[config.mk]
export PLATFORM = sky130hd
export DESIGN_NAME = scsi_transfer_control_one
export DESIGN_NICKNAME = d
export VERILOG_FILES = /design/src/shared/xfer_ctrl_pkg.sv /design/src/rtl/scsi_transfer_control_one.sv
export VERILOG_INCLUDE_DIRS = /design/src /design/src/shared
export SDC_FILE = /design/constraint.sdc
export NUM_CORES = 1
export LEC_CHECK = 0
export ABC_AREA = 1
export BUFFER_PORTS_ARGS = -buffer_cell sky130_fd_sc_hd__buf_2
export CAP_MARGIN = 20
export CORE_UTILIZATION = 54
export CTS_BUF_LIST = sky130_fd_sc_hd__clkbuf_8
export DETAILED_ROUTE_END_ITERATION = 7
export GPL_TIMING_DRIVEN = 0
export HOLD_SLACK_MARGIN = 0.1
export PLACE_DENSITY_LB_ADDON = 0.1
export SKIP_CTS_REPAIR_TIMING = 1
export SLEW_MARGIN = 20
export SYNTH_ARGS = -nofsm -noshare
export SYNTH_HDL_FRONTEND = slang
export SYNTH_SLANG_ARGS = --single-unit
[constraint.sdc]
create_clock -name clk_i -period 2.1 [get_ports clk_i]
set_clock_uncertainty 0.05 [all_clocks]
set_input_delay 0.42 -clock clk_i [delete_from_list [all_inputs] [get_ports clk_i]]
set_output_delay 0.42 -clock clk_i [all_outputs]
set_load 0.01 [all_outputs]
[src/shared/xfer_ctrl_consts.svh]
// Offsets, field positions, reset values and timing figures of the
// transfer control block. Included by the package and the design.
`ifndef XFER_CTRL_CONSTS_SVH
`define XFER_CTRL_CONSTS_SVH

// Register indices; byte address is four times the index
`define XC_IDX_XFER_CTRL1   6'h02
`define XC_IDX_AUX_CTRL     6'h03
`define XC_IDX_IRQ_STATUS   6'h04
`define XC_IDX_IRQ_MASK     6'h05
`define XC_IDX_BUS_STATE    6'h06

`define XC_XFER_CTRL1_RESET 8'h00
`define XC_XFER_CTRL1_WMASK 8'hbf

// Bits of the auxiliary control register
`define XC_AUX_AUTO_ATN     0
`define XC_AUX_ALT_TIMEOUT  1
`define XC_AUX_TPWR_POL     2
`define XC_AUX_RESET        3'h0

// Bits of the status and mask registers
`define XC_IRQ_PARITY       0
`define XC_IRQ_SEL_TIMEOUT  1
`define XC_IRQ_RESET        2'h0

// Timing
`define XC_CLK_HZ           10000000
`define XC_MS_CYCLES        (`XC_CLK_HZ / 1000)
`define XC_ABORT_WAIT_US    200
`define XC_ABORT_CYCLES     ((`XC_ABORT_WAIT_US * `XC_CLK_HZ) / 1000000)

// Selection timeout delays in milliseconds
`define XC_TMO_NORM_0       256
`define XC_TMO_NORM_1       128
`define XC_TMO_NORM_2       64
`define XC_TMO_NORM_3       32
`define XC_TMO_ALT_0        256
`define XC_TMO_ALT_1        4
`define XC_TMO_ALT_2        2
`define XC_TMO_ALT_3        1

`endif

[src/shared/xfer_ctrl_pkg.sv]
// Types shared by the transfer control block and its bench.
// Assumes the constants header is on the include path.
package xfer_ctrl_pkg;
  `include "xfer_ctrl_consts.svh"

  typedef struct packed {
    logic       discard_mode;
    logic       reserved;
    logic       parity_check_enable;
    logic [1:0] timeout_delay_select;
    logic       selection_timeout_enable;
    logic       active_negation_enable;
    logic       termination_power_enable;
  } xfer_ctrl1_s;

  typedef struct packed {
    logic [7:0] data;
    logic       parity;
  } bus_byte_s;

  typedef enum logic [1:0] {
    SEL_IDLE  = 2'b00,
    SEL_RUN   = 2'b01,
    SEL_ABORT = 2'b10
  } sel_state_e;
endpackage

[src/rtl/scsi_transfer_control_one.sv]
// Transfer control register 1 of the bus module with the logic it steers:
// discard transfers, bus parity check, selection timer, active negation
// and termination power control.
// Assumes a classic Wishbone master on clk_i; bus pins arrive unsynchronised,
// sequencer and data path signals are on clk_i.
//
// How it works
// - Discard mode in initiator mode drops read data and sends 00h.
// - Discard mode in initiator mode stores nothing and never stalls on buffer full/empty.
// - Parity checked in selection, reselection and information phases.
// - Parity error with checking enabled sets the parity error flag.
// - Parity error with checking and auto attention enabled drives ATN active.
// - Parity error flag reads zero while checking is disabled.
// - Bits 4:3 choose timeout; alternate bit picks normal or alternate set.
// - Normal set: 256, 128, 64, 32 ms.
// - Alternate set: 256, 4, 2, 1 ms.
// - Timer expiry with timeout enabled starts a soft selection abort.
// - No BSY during abort sets selection timeout flag and ends attempt.
// - Timeout disabled: attempt runs until BSY answers or the sequencer stops it.
// - Active negation drives all outputs except RESET, BSY and SEL.
// - Active negation off during configuration protocol or when unconnected.
// - Termination power output takes chosen polarity when enabled.
`include "xfer_ctrl_consts.svh"
module scsi_transfer_control_one
  import xfer_ctrl_pkg::*;
#(
  parameter int unsigned MS_CYCLES = `XC_MS_CYCLES
) (
  input  wire logic                  clk_i,
  input  wire logic                  rst_i,
  // Wishbone slave
  input  wire logic                  cyc_i,
  input  wire logic                  stb_i,
  input  wire logic                  we_i,
  input  wire logic [7:0]            adr_i,
  input  wire logic [3:0]            sel_i,
  input  wire logic [31:0]           dat_i,
  output logic      [31:0]           dat_o,
  output logic                       ack_o,
  output logic                       irq_o,
  // Bus pins (asynchronous)
  input  wire xfer_ctrl_pkg::bus_byte_s bus_byte_i,
  input  wire logic                  bus_bsy_i,
  // Sequencer and data path (clk_i domain)
  input  wire logic                  initiator_mode_i,
  input  wire logic                  selection_phase_i,
  input  wire logic                  info_phase_i,
  input  wire logic                  bus_sample_i,
  input  wire logic                  data_in_dir_i,
  input  wire logic [7:0]            buffer_data_i,
  input  wire logic                  buffer_full_i,
  input  wire logic                  buffer_empty_i,
  input  wire logic                  sel_start_i,
  input  wire logic                  sel_stop_i,
  input  wire logic                  atn_clear_i,
  input  wire logic                  connected_i,
  input  wire logic                  config_protocol_i,
  // Outputs
  output logic [7:0]                 bus_data_out_o,
  output logic                       buffer_write_o,
  output logic                       transfer_stall_o,
  output logic                       discard_active_o,
  output logic                       atn_assert_o,
  output logic                       selection_active_o,
  output logic                       selection_abort_o,
  output logic                       selection_won_o,
  output logic                       active_negation_o,
  output logic                       termination_power_output_o
);

  typedef logic [8:0] ms_t;

  // Register state
  xfer_ctrl1_s ctrl_q;
  logic [2:0]  aux_q;
  logic [1:0]  status_q;
  logic [1:0]  mask_q;
  logic        ack_q;
  logic [31:0] rdata_q;

  // Synchronisers for bus pins
  bus_byte_s   byte_meta_q;
  bus_byte_s   byte_sync_q;
  logic        bsy_meta_q;
  logic        bsy_sync_q;

  // Selection timer
  sel_state_e  sel_state_q;
  logic [13:0] tick_cnt_q;
  ms_t         ms_cnt_q;
  logic [13:0] abort_cnt_q;
  logic        sel_won_q;

  // Registered outputs
  logic [7:0]  data_out_q;
  logic        buf_wr_q;
  logic        stall_q;
  logic        discard_q;
  logic        atn_q;
  logic        actneg_q;
  logic        tpwr_q;

  // Bus decode
  wire         bus_req    = cyc_i & stb_i & ~ack_q;
  wire         wr_req     = bus_req & we_i & sel_i[0];
  wire  [5:0]  reg_idx    = adr_i[7:2];
  wire         hit_ctrl1  = reg_idx == `XC_IDX_XFER_CTRL1;
  wire         hit_aux    = reg_idx == `XC_IDX_AUX_CTRL;
  wire         hit_status = reg_idx == `XC_IDX_IRQ_STATUS;
  wire         hit_mask   = reg_idx == `XC_IDX_IRQ_MASK;
  wire         hit_state  = reg_idx == `XC_IDX_BUS_STATE;

  // Mode decode
  wire         discard_on  = ctrl_q.discard_mode & initiator_mode_i;
  wire         check_phase = selection_phase_i | info_phase_i;
  wire         parity_bad  = ^{byte_sync_q.data, byte_sync_q.parity} == 1'b0;
  wire         parity_err  = ctrl_q.parity_check_enable & check_phase &
                             bus_sample_i & parity_bad;
  wire         alt_timing  = aux_q[`XC_AUX_ALT_TIMEOUT];

  // Timeout delay lookup
  function automatic ms_t delay_ms(input logic alt, input logic [1:0] code);
    ms_t r;
    r = ms_t'(`XC_TMO_NORM_0);
    case ({alt, code})
      3'b000:  r = ms_t'(`XC_TMO_NORM_0);
      3'b001:  r = ms_t'(`XC_TMO_NORM_1);
      3'b010:  r = ms_t'(`XC_TMO_NORM_2);
      3'b011:  r = ms_t'(`XC_TMO_NORM_3);
      3'b100:  r = ms_t'(`XC_TMO_ALT_0);
      3'b101:  r = ms_t'(`XC_TMO_ALT_1);
      3'b110:  r = ms_t'(`XC_TMO_ALT_2);
      3'b111:  r = ms_t'(`XC_TMO_ALT_3);
      default: r = ms_t'(`XC_TMO_NORM_0);
    endcase
    return r;
  endfunction

  wire  ms_t   delay_lim = delay_ms(alt_timing,
                                    ctrl_q.timeout_delay_select);
  wire         ms_tick   = tick_cnt_q == 14'(MS_CYCLES - 1);
  wire         expired   = ms_tick & (ms_cnt_q == delay_lim - 9'h001);
  wire         abort_end = abort_cnt_q == 14'(`XC_ABORT_CYCLES - 1);
  wire         sel_fail  = (sel_state_q == SEL_ABORT) & abort_end &
                           ~bsy_sync_q;

  // Status events and clear
  wire  [1:0]  events;
  assign events[`XC_IRQ_PARITY]      = parity_err;
  assign events[`XC_IRQ_SEL_TIMEOUT] = sel_fail;
  wire  [1:0]  clr_bits  = (wr_req & hit_status) ? dat_i[1:0] : 2'h0;
  wire  [1:0]  status_d  = (status_q & ~clr_bits) | events;
  wire  [1:0]  status_rd = {status_q[1],
                            status_q[0] & ctrl_q.parity_check_enable};

  // Read mux
  wire  [7:0]  rd_byte =
    hit_ctrl1  ? {ctrl_q[7], 1'b0, ctrl_q[5:0]} :
    hit_aux    ? {5'h00, aux_q} :
    hit_status ? {6'h00, status_rd} :
    hit_mask   ? {6'h00, mask_q} :
    hit_state  ? {3'h0, sel_won_q, atn_q, selection_abort_o,
                  selection_active_o, bsy_sync_q} :
                 8'h00;

  // Data path decode
  wire         buf_wr_d  = bus_sample_i & data_in_dir_i & info_phase_i &
                           ~discard_on;
  wire         stall_d   = ~discard_on &
                           (data_in_dir_i ? buffer_full_i
                                          : buffer_empty_i);
  wire  [7:0]  data_out_d = discard_on ? 8'h00 : buffer_data_i;
  wire         actneg_d  = ctrl_q.active_negation_enable & connected_i &
                           ~config_protocol_i;
  wire         tpwr_pol  = aux_q[`XC_AUX_TPWR_POL];
  wire         tpwr_d    = ctrl_q.termination_power_enable ? tpwr_pol
                                                           : ~tpwr_pol;
  wire         atn_set   = parity_err & aux_q[`XC_AUX_AUTO_ATN];

  // Wishbone slave
  always_ff @(posedge clk_i) begin
    if (rst_i) begin
      ack_q   <= 1'b0;
      rdata_q <= 32'h0000_0000;
    end else begin
      ack_q   <= bus_req;
      rdata_q <= {24'h00_0000, rd_byte};
    end
  end

  // Register writes
  always_ff @(posedge clk_i) begin
    if (rst_i) begin
      ctrl_q <= xfer_ctrl1_s'(`XC_XFER_CTRL1_RESET);
      aux_q  <= `XC_AUX_RESET;
      mask_q <= `XC_IRQ_RESET;
    end else if (wr_req) begin
      if (hit_ctrl1) begin
        ctrl_q <= xfer_ctrl1_s'(dat_i[7:0] & `XC_XFER_CTRL1_WMASK);
      end
      if (hit_aux) begin
        aux_q <= dat_i[2:0];
      end
      if (hit_mask) begin
        mask_q <= dat_i[1:0];
      end
    end
  end

  // Sticky status, set wins over clear
  always_ff @(posedge clk_i) begin
    if (rst_i) begin
      status_q <= `XC_IRQ_RESET;
      irq_o    <= 1'b0;
    end else begin
      status_q <= status_d;
      irq_o    <= |(status_d & mask_q);
    end
  end

  // Two-flop synchronisers
  always_ff @(posedge clk_i) begin
    if (rst_i) begin
      byte_meta_q <= '0;
      byte_sync_q <= '0;
      bsy_meta_q  <= 1'b0;
      bsy_sync_q  <= 1'b0;
    end else begin
      byte_meta_q <= bus_byte_i;
      byte_sync_q <= byte_meta_q;
      bsy_meta_q  <= bus_bsy_i;
      bsy_sync_q  <= bsy_meta_q;
    end
  end

  // Selection timer and soft abort
  always_ff @(posedge clk_i) begin
    if (rst_i) begin
      sel_state_q <= SEL_IDLE;
      tick_cnt_q  <= 14'h0000;
      ms_cnt_q    <= 9'h000;
      abort_cnt_q <= 14'h0000;
      sel_won_q   <= 1'b0;
    end else begin
      case (sel_state_q)
        SEL_IDLE: begin
          tick_cnt_q  <= 14'h0000;
          ms_cnt_q    <= 9'h000;
          abort_cnt_q <= 14'h0000;
          if (sel_start_i) begin
            sel_state_q <= SEL_RUN;
            sel_won_q   <= 1'b0;
          end
        end
        SEL_RUN: begin
          tick_cnt_q <= ms_tick ? 14'h0000 : tick_cnt_q + 14'h0001;
          if (ms_tick) begin
            ms_cnt_q <= ms_cnt_q + 9'h001;
          end
          if (sel_stop_i) begin
            sel_state_q <= SEL_IDLE;
          end else if (bsy_sync_q) begin
            sel_state_q <= SEL_IDLE;
            sel_won_q   <= 1'b1;
          end else if (ctrl_q.selection_timeout_enable & expired) begin
            sel_state_q <= SEL_ABORT;
          end
        end
        SEL_ABORT: begin
          abort_cnt_q <= abort_cnt_q + 14'h0001;
          if (sel_stop_i) begin
            sel_state_q <= SEL_IDLE;
          end else if (bsy_sync_q) begin
            sel_state_q <= SEL_IDLE;
            sel_won_q   <= 1'b1;
          end else if (abort_end) begin
            sel_state_q <= SEL_IDLE;
          end
        end
        default: sel_state_q <= SEL_IDLE;
      endcase
    end
  end

  // Data path, attention and driver controls
  always_ff @(posedge clk_i) begin
    if (rst_i) begin
      data_out_q <= 8'h00;
      buf_wr_q   <= 1'b0;
      stall_q    <= 1'b0;
      discard_q  <= 1'b0;
      atn_q      <= 1'b0;
      actneg_q   <= 1'b0;
      tpwr_q     <= 1'b1;
    end else begin
      data_out_q <= data_out_d;
      buf_wr_q   <= buf_wr_d;
      stall_q    <= stall_d;
      discard_q  <= discard_on;
      atn_q      <= atn_set | (atn_q & ~atn_clear_i);
      actneg_q   <= actneg_d;
      tpwr_q     <= tpwr_d;
    end
  end

  assign dat_o                      = rdata_q;
  assign ack_o                      = ack_q;
  assign bus_data_out_o             = data_out_q;
  assign buffer_write_o             = buf_wr_q;
  assign transfer_stall_o           = stall_q;
  assign discard_active_o           = discard_q;
  assign atn_assert_o               = atn_q;
  assign selection_active_o         = sel_state_q != SEL_IDLE;
  assign selection_abort_o          = sel_state_q == SEL_ABORT;
  assign selection_won_o            = sel_won_q;
  assign active_negation_o          = actneg_q;
  assign termination_power_output_o = tpwr_q;

endmodule

# Word level (Yosys, flattened, before mapping)
# Memory sizes are Yosys's and may differ from the RTL's.
# Cells that the tools add are included.
# op_classes
add_sub_neg,4
n_eq_ne,16
muxes,25
bitwise,35
n_reduce_logical,16
# ops
operator,n
$pmux 14 s2,2
$add 14x1->14 const B,2
$and 1x1->1,22
$mux 5,4
$eq 6x3->1 const B,3
$pmux 9 s2,1
$mux 2,8
$eq 14x11->1 const B,1
$eq 14x14->1 const B,1
$mux 14,1
$eq 6x2->1 const B,2
$add 9x1->9 const B,1
$eq 9x9->1,1
$mux 9,1
$reduce_xor 9->1,1
$sub 9x1->9 const B,1
$mux 8,1
$reduce_and 2->1,4
$reduce_bool 2->1,4
$not 1->1,7
$ne 2x2->1 const B,3
$pmux 2 s3,1
$reduce_or 2->1,3
$mux 1,5
14 further kinds,16
# word_totals
regBits,122
rom_bits,56
in_bits,79
output_inout_bits,51
wordCells,129
n_memories,1
# memory_table
memory,words,word_bits,rd,rd_ports_with_merged_regs,write_ports,line_no,text
(name not given),8,7,1,0,0,scsi_transfer_control_one.sv:125,"case ({alt, code})"

# Longest topological paths before layout
# logic_depth
word_depth,11
ltp_mapped,15
depth_no_buf,15

# Worst setup path after synthesis
# OpenSTA, ideal clock, no wires.
# synth_path
path_kind,reg2reg
start,register ctrl_q[4] (netlist name)
end,register sel_state_q[0]
setup_ns,0.113
arrival_ns,1.708
required_time_ns,1.937
slack_ns,0.229
path_stages_with_launch,16
path_buffers,1
synth_period_minus_slack_ns,1.871
cell_sequence,dfxtp_1 -> buf_2 -> nand3_1 -> ha_1 -> ha_1 -> inv_1 -> nand2_1 -> nand3_1 -> nor2_1 -> nand3_1 -> nor2_1 -> nand3_1 -> nand2_1 -> nand2_1 -> nand2_1 -> nor2_1
# synth_between
elab_chain_len,7
# synth_lines
element,line_no,text
"start, declared",scsi_transfer_control_one.sv:74,xfer_ctrl1_s ctrl_q;
"start signal, assigned",scsi_transfer_control_one.sv:194,ctrl_q <= xfer_ctrl1_s'(`XC_XFER_CTRL1_RESET);
"start signal, assigned",scsi_transfer_control_one.sv:199,ctrl_q <= xfer_ctrl1_s'(dat_i[7:0] & `XC_XFER_CTRL1_WMASK);
$mem_v2 8x7,--,
$sub 9x1->9,scsi_transfer_control_one.sv:142,wire expired = ms_tick & (ms_cnt_q == delay_lim - 9'h001);
$eq 9x9->1,scsi_transfer_control_one.sv:142,
$and 1x1->1,scsi_transfer_control_one.sv:142,
$and 1x1->1,scsi_transfer_control_one.sv:265,end else if (ctrl_q.selection_timeout_enable & expired) begin
$ne 4x4->1 (no line),--,
$reduce_and 3->1 (no line),--,
"end signal, assigned",scsi_transfer_control_one.sv:263,sel_state_q <= SEL_IDLE;
"end signal, assigned",scsi_transfer_control_one.sv:266,sel_state_q <= SEL_ABORT;
"end signal, assigned",scsi_transfer_control_one.sv:272,sel_state_q <= SEL_IDLE;
"end, declared",scsi_transfer_control_one.sv:88,sel_state_e sel_state_q;
# No other way between the ends.
# A chain may end at the register's enable or synchronous reset.

# Worst setup path after layout
# layout_path
start,register aux_q[1]
end,register sel_state_q[0]
# layout_between
elab_chain_len,7
# layout_lines
element,line_no,text
"start, declared",scsi_transfer_control_one.sv:75,logic [2:0] aux_q;
"start signal, assigned",scsi_transfer_control_one.sv:195,aux_q <= `XC_AUX_RESET;
"start signal, assigned",scsi_transfer_control_one.sv:202,aux_q <= dat_i[2:0];
$mem_v2 8x7,--,
$sub 9x1->9,scsi_transfer_control_one.sv:142,
$eq 9x9->1,scsi_transfer_control_one.sv:142,
$and 1x1->1,scsi_transfer_control_one.sv:142,
$and 1x1->1,scsi_transfer_control_one.sv:265,
$ne 4x4->1 (no line),--,
$reduce_and 3->1 (no line),--,
# No other way between the ends.

==> impl_metrics.ini <==
[run_status]
outcome = finished, final reports clean

[cells_and_area]
antennaDiodeCount = 0
stdcell_area_um2 = 5530
nFillCells = 751
drive_gt1_share_pct = 22.6
num-nets-final = 840
utilization_pct = 66.9
area.growth.synth_to_final_pct = 19.5

[placement]
place_congestion = 0.859
place_area_um2 = 5210
io_buffer_count = 73
hpwl_mm = 7.84

[clock_network]
clock_path_buffers = 2
root_buffer = clkbuf_8
tritoncts = yes
clock_latency_ps = 350
htreeDepth = 3
numCtsBuffers = 9
clkTransAtPathRegs_ps = 100
cts_sinks = 97

[detailed_routing]
drc_errors = 0
drtIter0Drc = 231
ant_nets = 0
first_pass_iters = 4
vias_per_cell = 5.02
wire_per_inst_um = 12.1
routed_wl_mm = 10.4
vias = 4328

[logic_synthesis]
async_reset_ff_share_pct = 0
yosys.cell_types.count = 45
synth_area_per_cell_um2 = 7.22
syn_area_um2 = 4630
synth.yosys.seq_area_share_pct = 42.0
synth_cells = 641
synth_warnings = 0
synth_flop_cell = dfxtp_1
synth_edf_count = 0
synth-seq-cells = 97

[global_route]
grtUsageTotal_pct = 24.6
grt_pass1_vias = 3996
grt_overflow = 0
antenna_found_initial = 0
grt_first_pass_wirelength_mm = 17.1
grt_max_degree = 18

[floorplan]
die_width_um = 94.6
io_pins = 130
core-area_um2 = 8260
rows = 33
start_util_pct = 56.0
dieHeight_um = 94.6
dieArea_um2 = 8940

[critical_path]
critPathKind = reg -> reg
crit_fanout = 7
crit_top_cell = nand2_1
r2r-end = sel_state_q[0]$_SDFFE_PP0P_
path_buf_inv = 2
rrSetupSlack_ps = 170
crit_required_ps = 2300
start_kind = flop
rr_worst_depth = 15
cpPeakStageDelay_ps = 330
critPathCapture = sel_state_q[0]$_SDFFE_PP0P_
crit_path_start = aux_q[1]$_SDFFE_PP0P_
critPathTopFamily = simple AND/OR/NAND/NOR gates
cp.arrival_ps = 2140
critPathSlowestCell = dfxtp_2
endpoint_kind = flop
r2r-start = aux_q[1]$_SDFFE_PP0P_
worstPathCellList = buf_6 -> nand3_2 -> ha_4 -> ha_4 -> inv_1 -> nand2_1 -> nand3_1 -> nor2_1 -> nand3_1 -> nor2_2 -> nand3_2 -> nand2_2 -> nand2_1 -> nand2_1 -> nor2_1
worst-path-stages = 15

[pwr]
switching_power_mw = 0.920
p_clk_share_pct = 35.9
powerDensity_nw_per_um2 = 640
peakVddDrop_v = 0.000440
swShare_pct = 26.0
intPower_mw = 2.62
power_leakage_nw = 2.47
power_mw = 3.54
p_comb_share_pct = 10.7
seqPwrFrac_pct = 53.4

[sta]
clock.fmax_ghz = 0.518
whs_ps = 172
relSlewSlack_pct = 55.7
finalSetupTns_ps = 0
finalHoldViolations = 0
setup_viol = 0
period_minus_slack_ps = 1930
timing.final.crit_share_pct = 92.0
worstMarginPinSlew_ps = 664
slew_violations = 0

[min_path]
worstHoldPathType = in -> reg

[run]
cap_violations = 0
worst min-delay path by stage:
stage / start / to / cells past startpoint
finish: config_protocol_i / active_negation_o$_SDFF_PP0_ / 2
global route: config_protocol_i / active_negation_o$_SDFF_PP0_ / 2
CTS: config_protocol_i / active_negation_o$_SDFF_PP0_ / 2
detailed placement: byte_meta_q[3]$_SDFF_PP0_ / byte_sync_q[3]$_SDFF_PP0_ / 2
global placement: byte_meta_q[0]$_SDFF_PP0_ / byte_sync_q[0]$_SDFF_PP0_ / 2
floorplan: bsy_meta_q$_SDFF_PP0_ / bsy_sync_q$_SDFF_PP0_ / 2
kinds of logic (layout without fill, tap and decap cells):
| kind of cell | Yosys count | count (layout) | synth area share (%) |
|---|---|---|---|
| and+or+nand+nor | 283 | 283 | 27.7 |
| buffers and inverters | 132 | 225 | 12.8 |
| AOI/OAI and AO/OA | 107 | 107 | 12.8 |
| DFF | 97 | 97 | 42.0 |
| xor gates and xnor gates | 12 | 12 | 2.27 |
| adders and majority gates | 8 | 8 | 2.16 |
| other | 1 | 25 | 0.0810 |
| muxes | 1 | 1 | 0.216 |
placed cells by master, fill, tap and decap left out, drive strengths merged, types with 6 or more instances in the layout:
master	n
clkbuf	20
o21ai	34
xor2	6
conb	25
nand4	8
nand3	34
a21oi	51
nor2	90
nand2	131
dfxtp	97
inv	91
xnor2	6
nor3	12
buf	108
ha	8
cell type report:
class / count / area [µm²] / share of cell area, %
sequential: 97 / 1950 / 35.2
buffer: 41 / 265 / 4.80
inverter: 91 / 342 / 6.18
tap: 105 / 131 / 2.38
timing repair buffer: 77 / 395 / 7.15
clock buffer: 10 / 138 / 2.49
clock inverter: 6 / 75.1 / 1.36
multi-input combinational: 436 / 2230 / 40.4
Yosys cell counts (5+ instances only):
cell | count | area [µm²]
a21oi_1 | 49 | 245
a31oi_1 | 5 | 31.3
buf_4 | 25 | 188
clkbuf_1 | 10 | 37.5
dfxtp_1 | 97 | 1940
ha_1 | 8 | 100
inv_1 | 76 | 285
inv_2 | 13 | 48.8
nand2_1 | 126 | 473
nand3_1 | 31 | 155
nand4_1 | 7 | 43.8
nor2_1 | 82 | 308
nor3_1 | 8 | 40.0
o21ai_0 | 30 | 150
o22ai_1 | 5 | 31.3
xnor2_1 | 6 | 52.6
xor2_1 | 6 | 52.6
per-layer routing:
metal,up-vias,GRT usage [%],wire (µm)
met3,18,4.43,612
met5,-,0,0
li1,2225,-,-
met4,0,11.7,232
met2,126,42.9,5180
met1,1959,29.0,4420
power groups by stage:
stage	logic [mW]	registers [mW]	clock network [mW]
4_1_cts	0.375	1.89	1.31
3_3_place_gp	0.363	1.93	0
5_1_grt	0.424	1.89	1.39
2_1_floorplan	0.247	1.94	0
6_report	0.378	1.89	1.27
3_5_place_dp	0.374	1.93	0
state kept, by name, indices dropped and copies added, names as in the netlist:
signal / cells
abort_cnt_q: 14
ack_o: 1
active_negation_o: 1
atn_assert_o: 1
aux_q: 3
bsy_meta_q: 1
bsy_sync_q: 1
buffer_write_o: 1
bus_data_out_o: 8
byte_meta_q: 9
byte_sync_q: 9
ctrl_q: 7
dat_o: 7
discard_active_o: 1
irq_o: 1
mask_q: 2
ms_cnt_q: 9
sel_state_q: 2
selection_won_o: 1
status_q: 2
termination_power_output_o: 1
tick_cnt_q: 14
transfer_stall_o: 1
per-stage QoR:
step	instances	setup slack, ps
after floorplan	665	229
after global placement	843	-4.92
after detailed placement	843	-15.1
after CTS	859	-47.3
after global routing	863	-3.67
final	863	168
(Power assumes the default switching activity.)
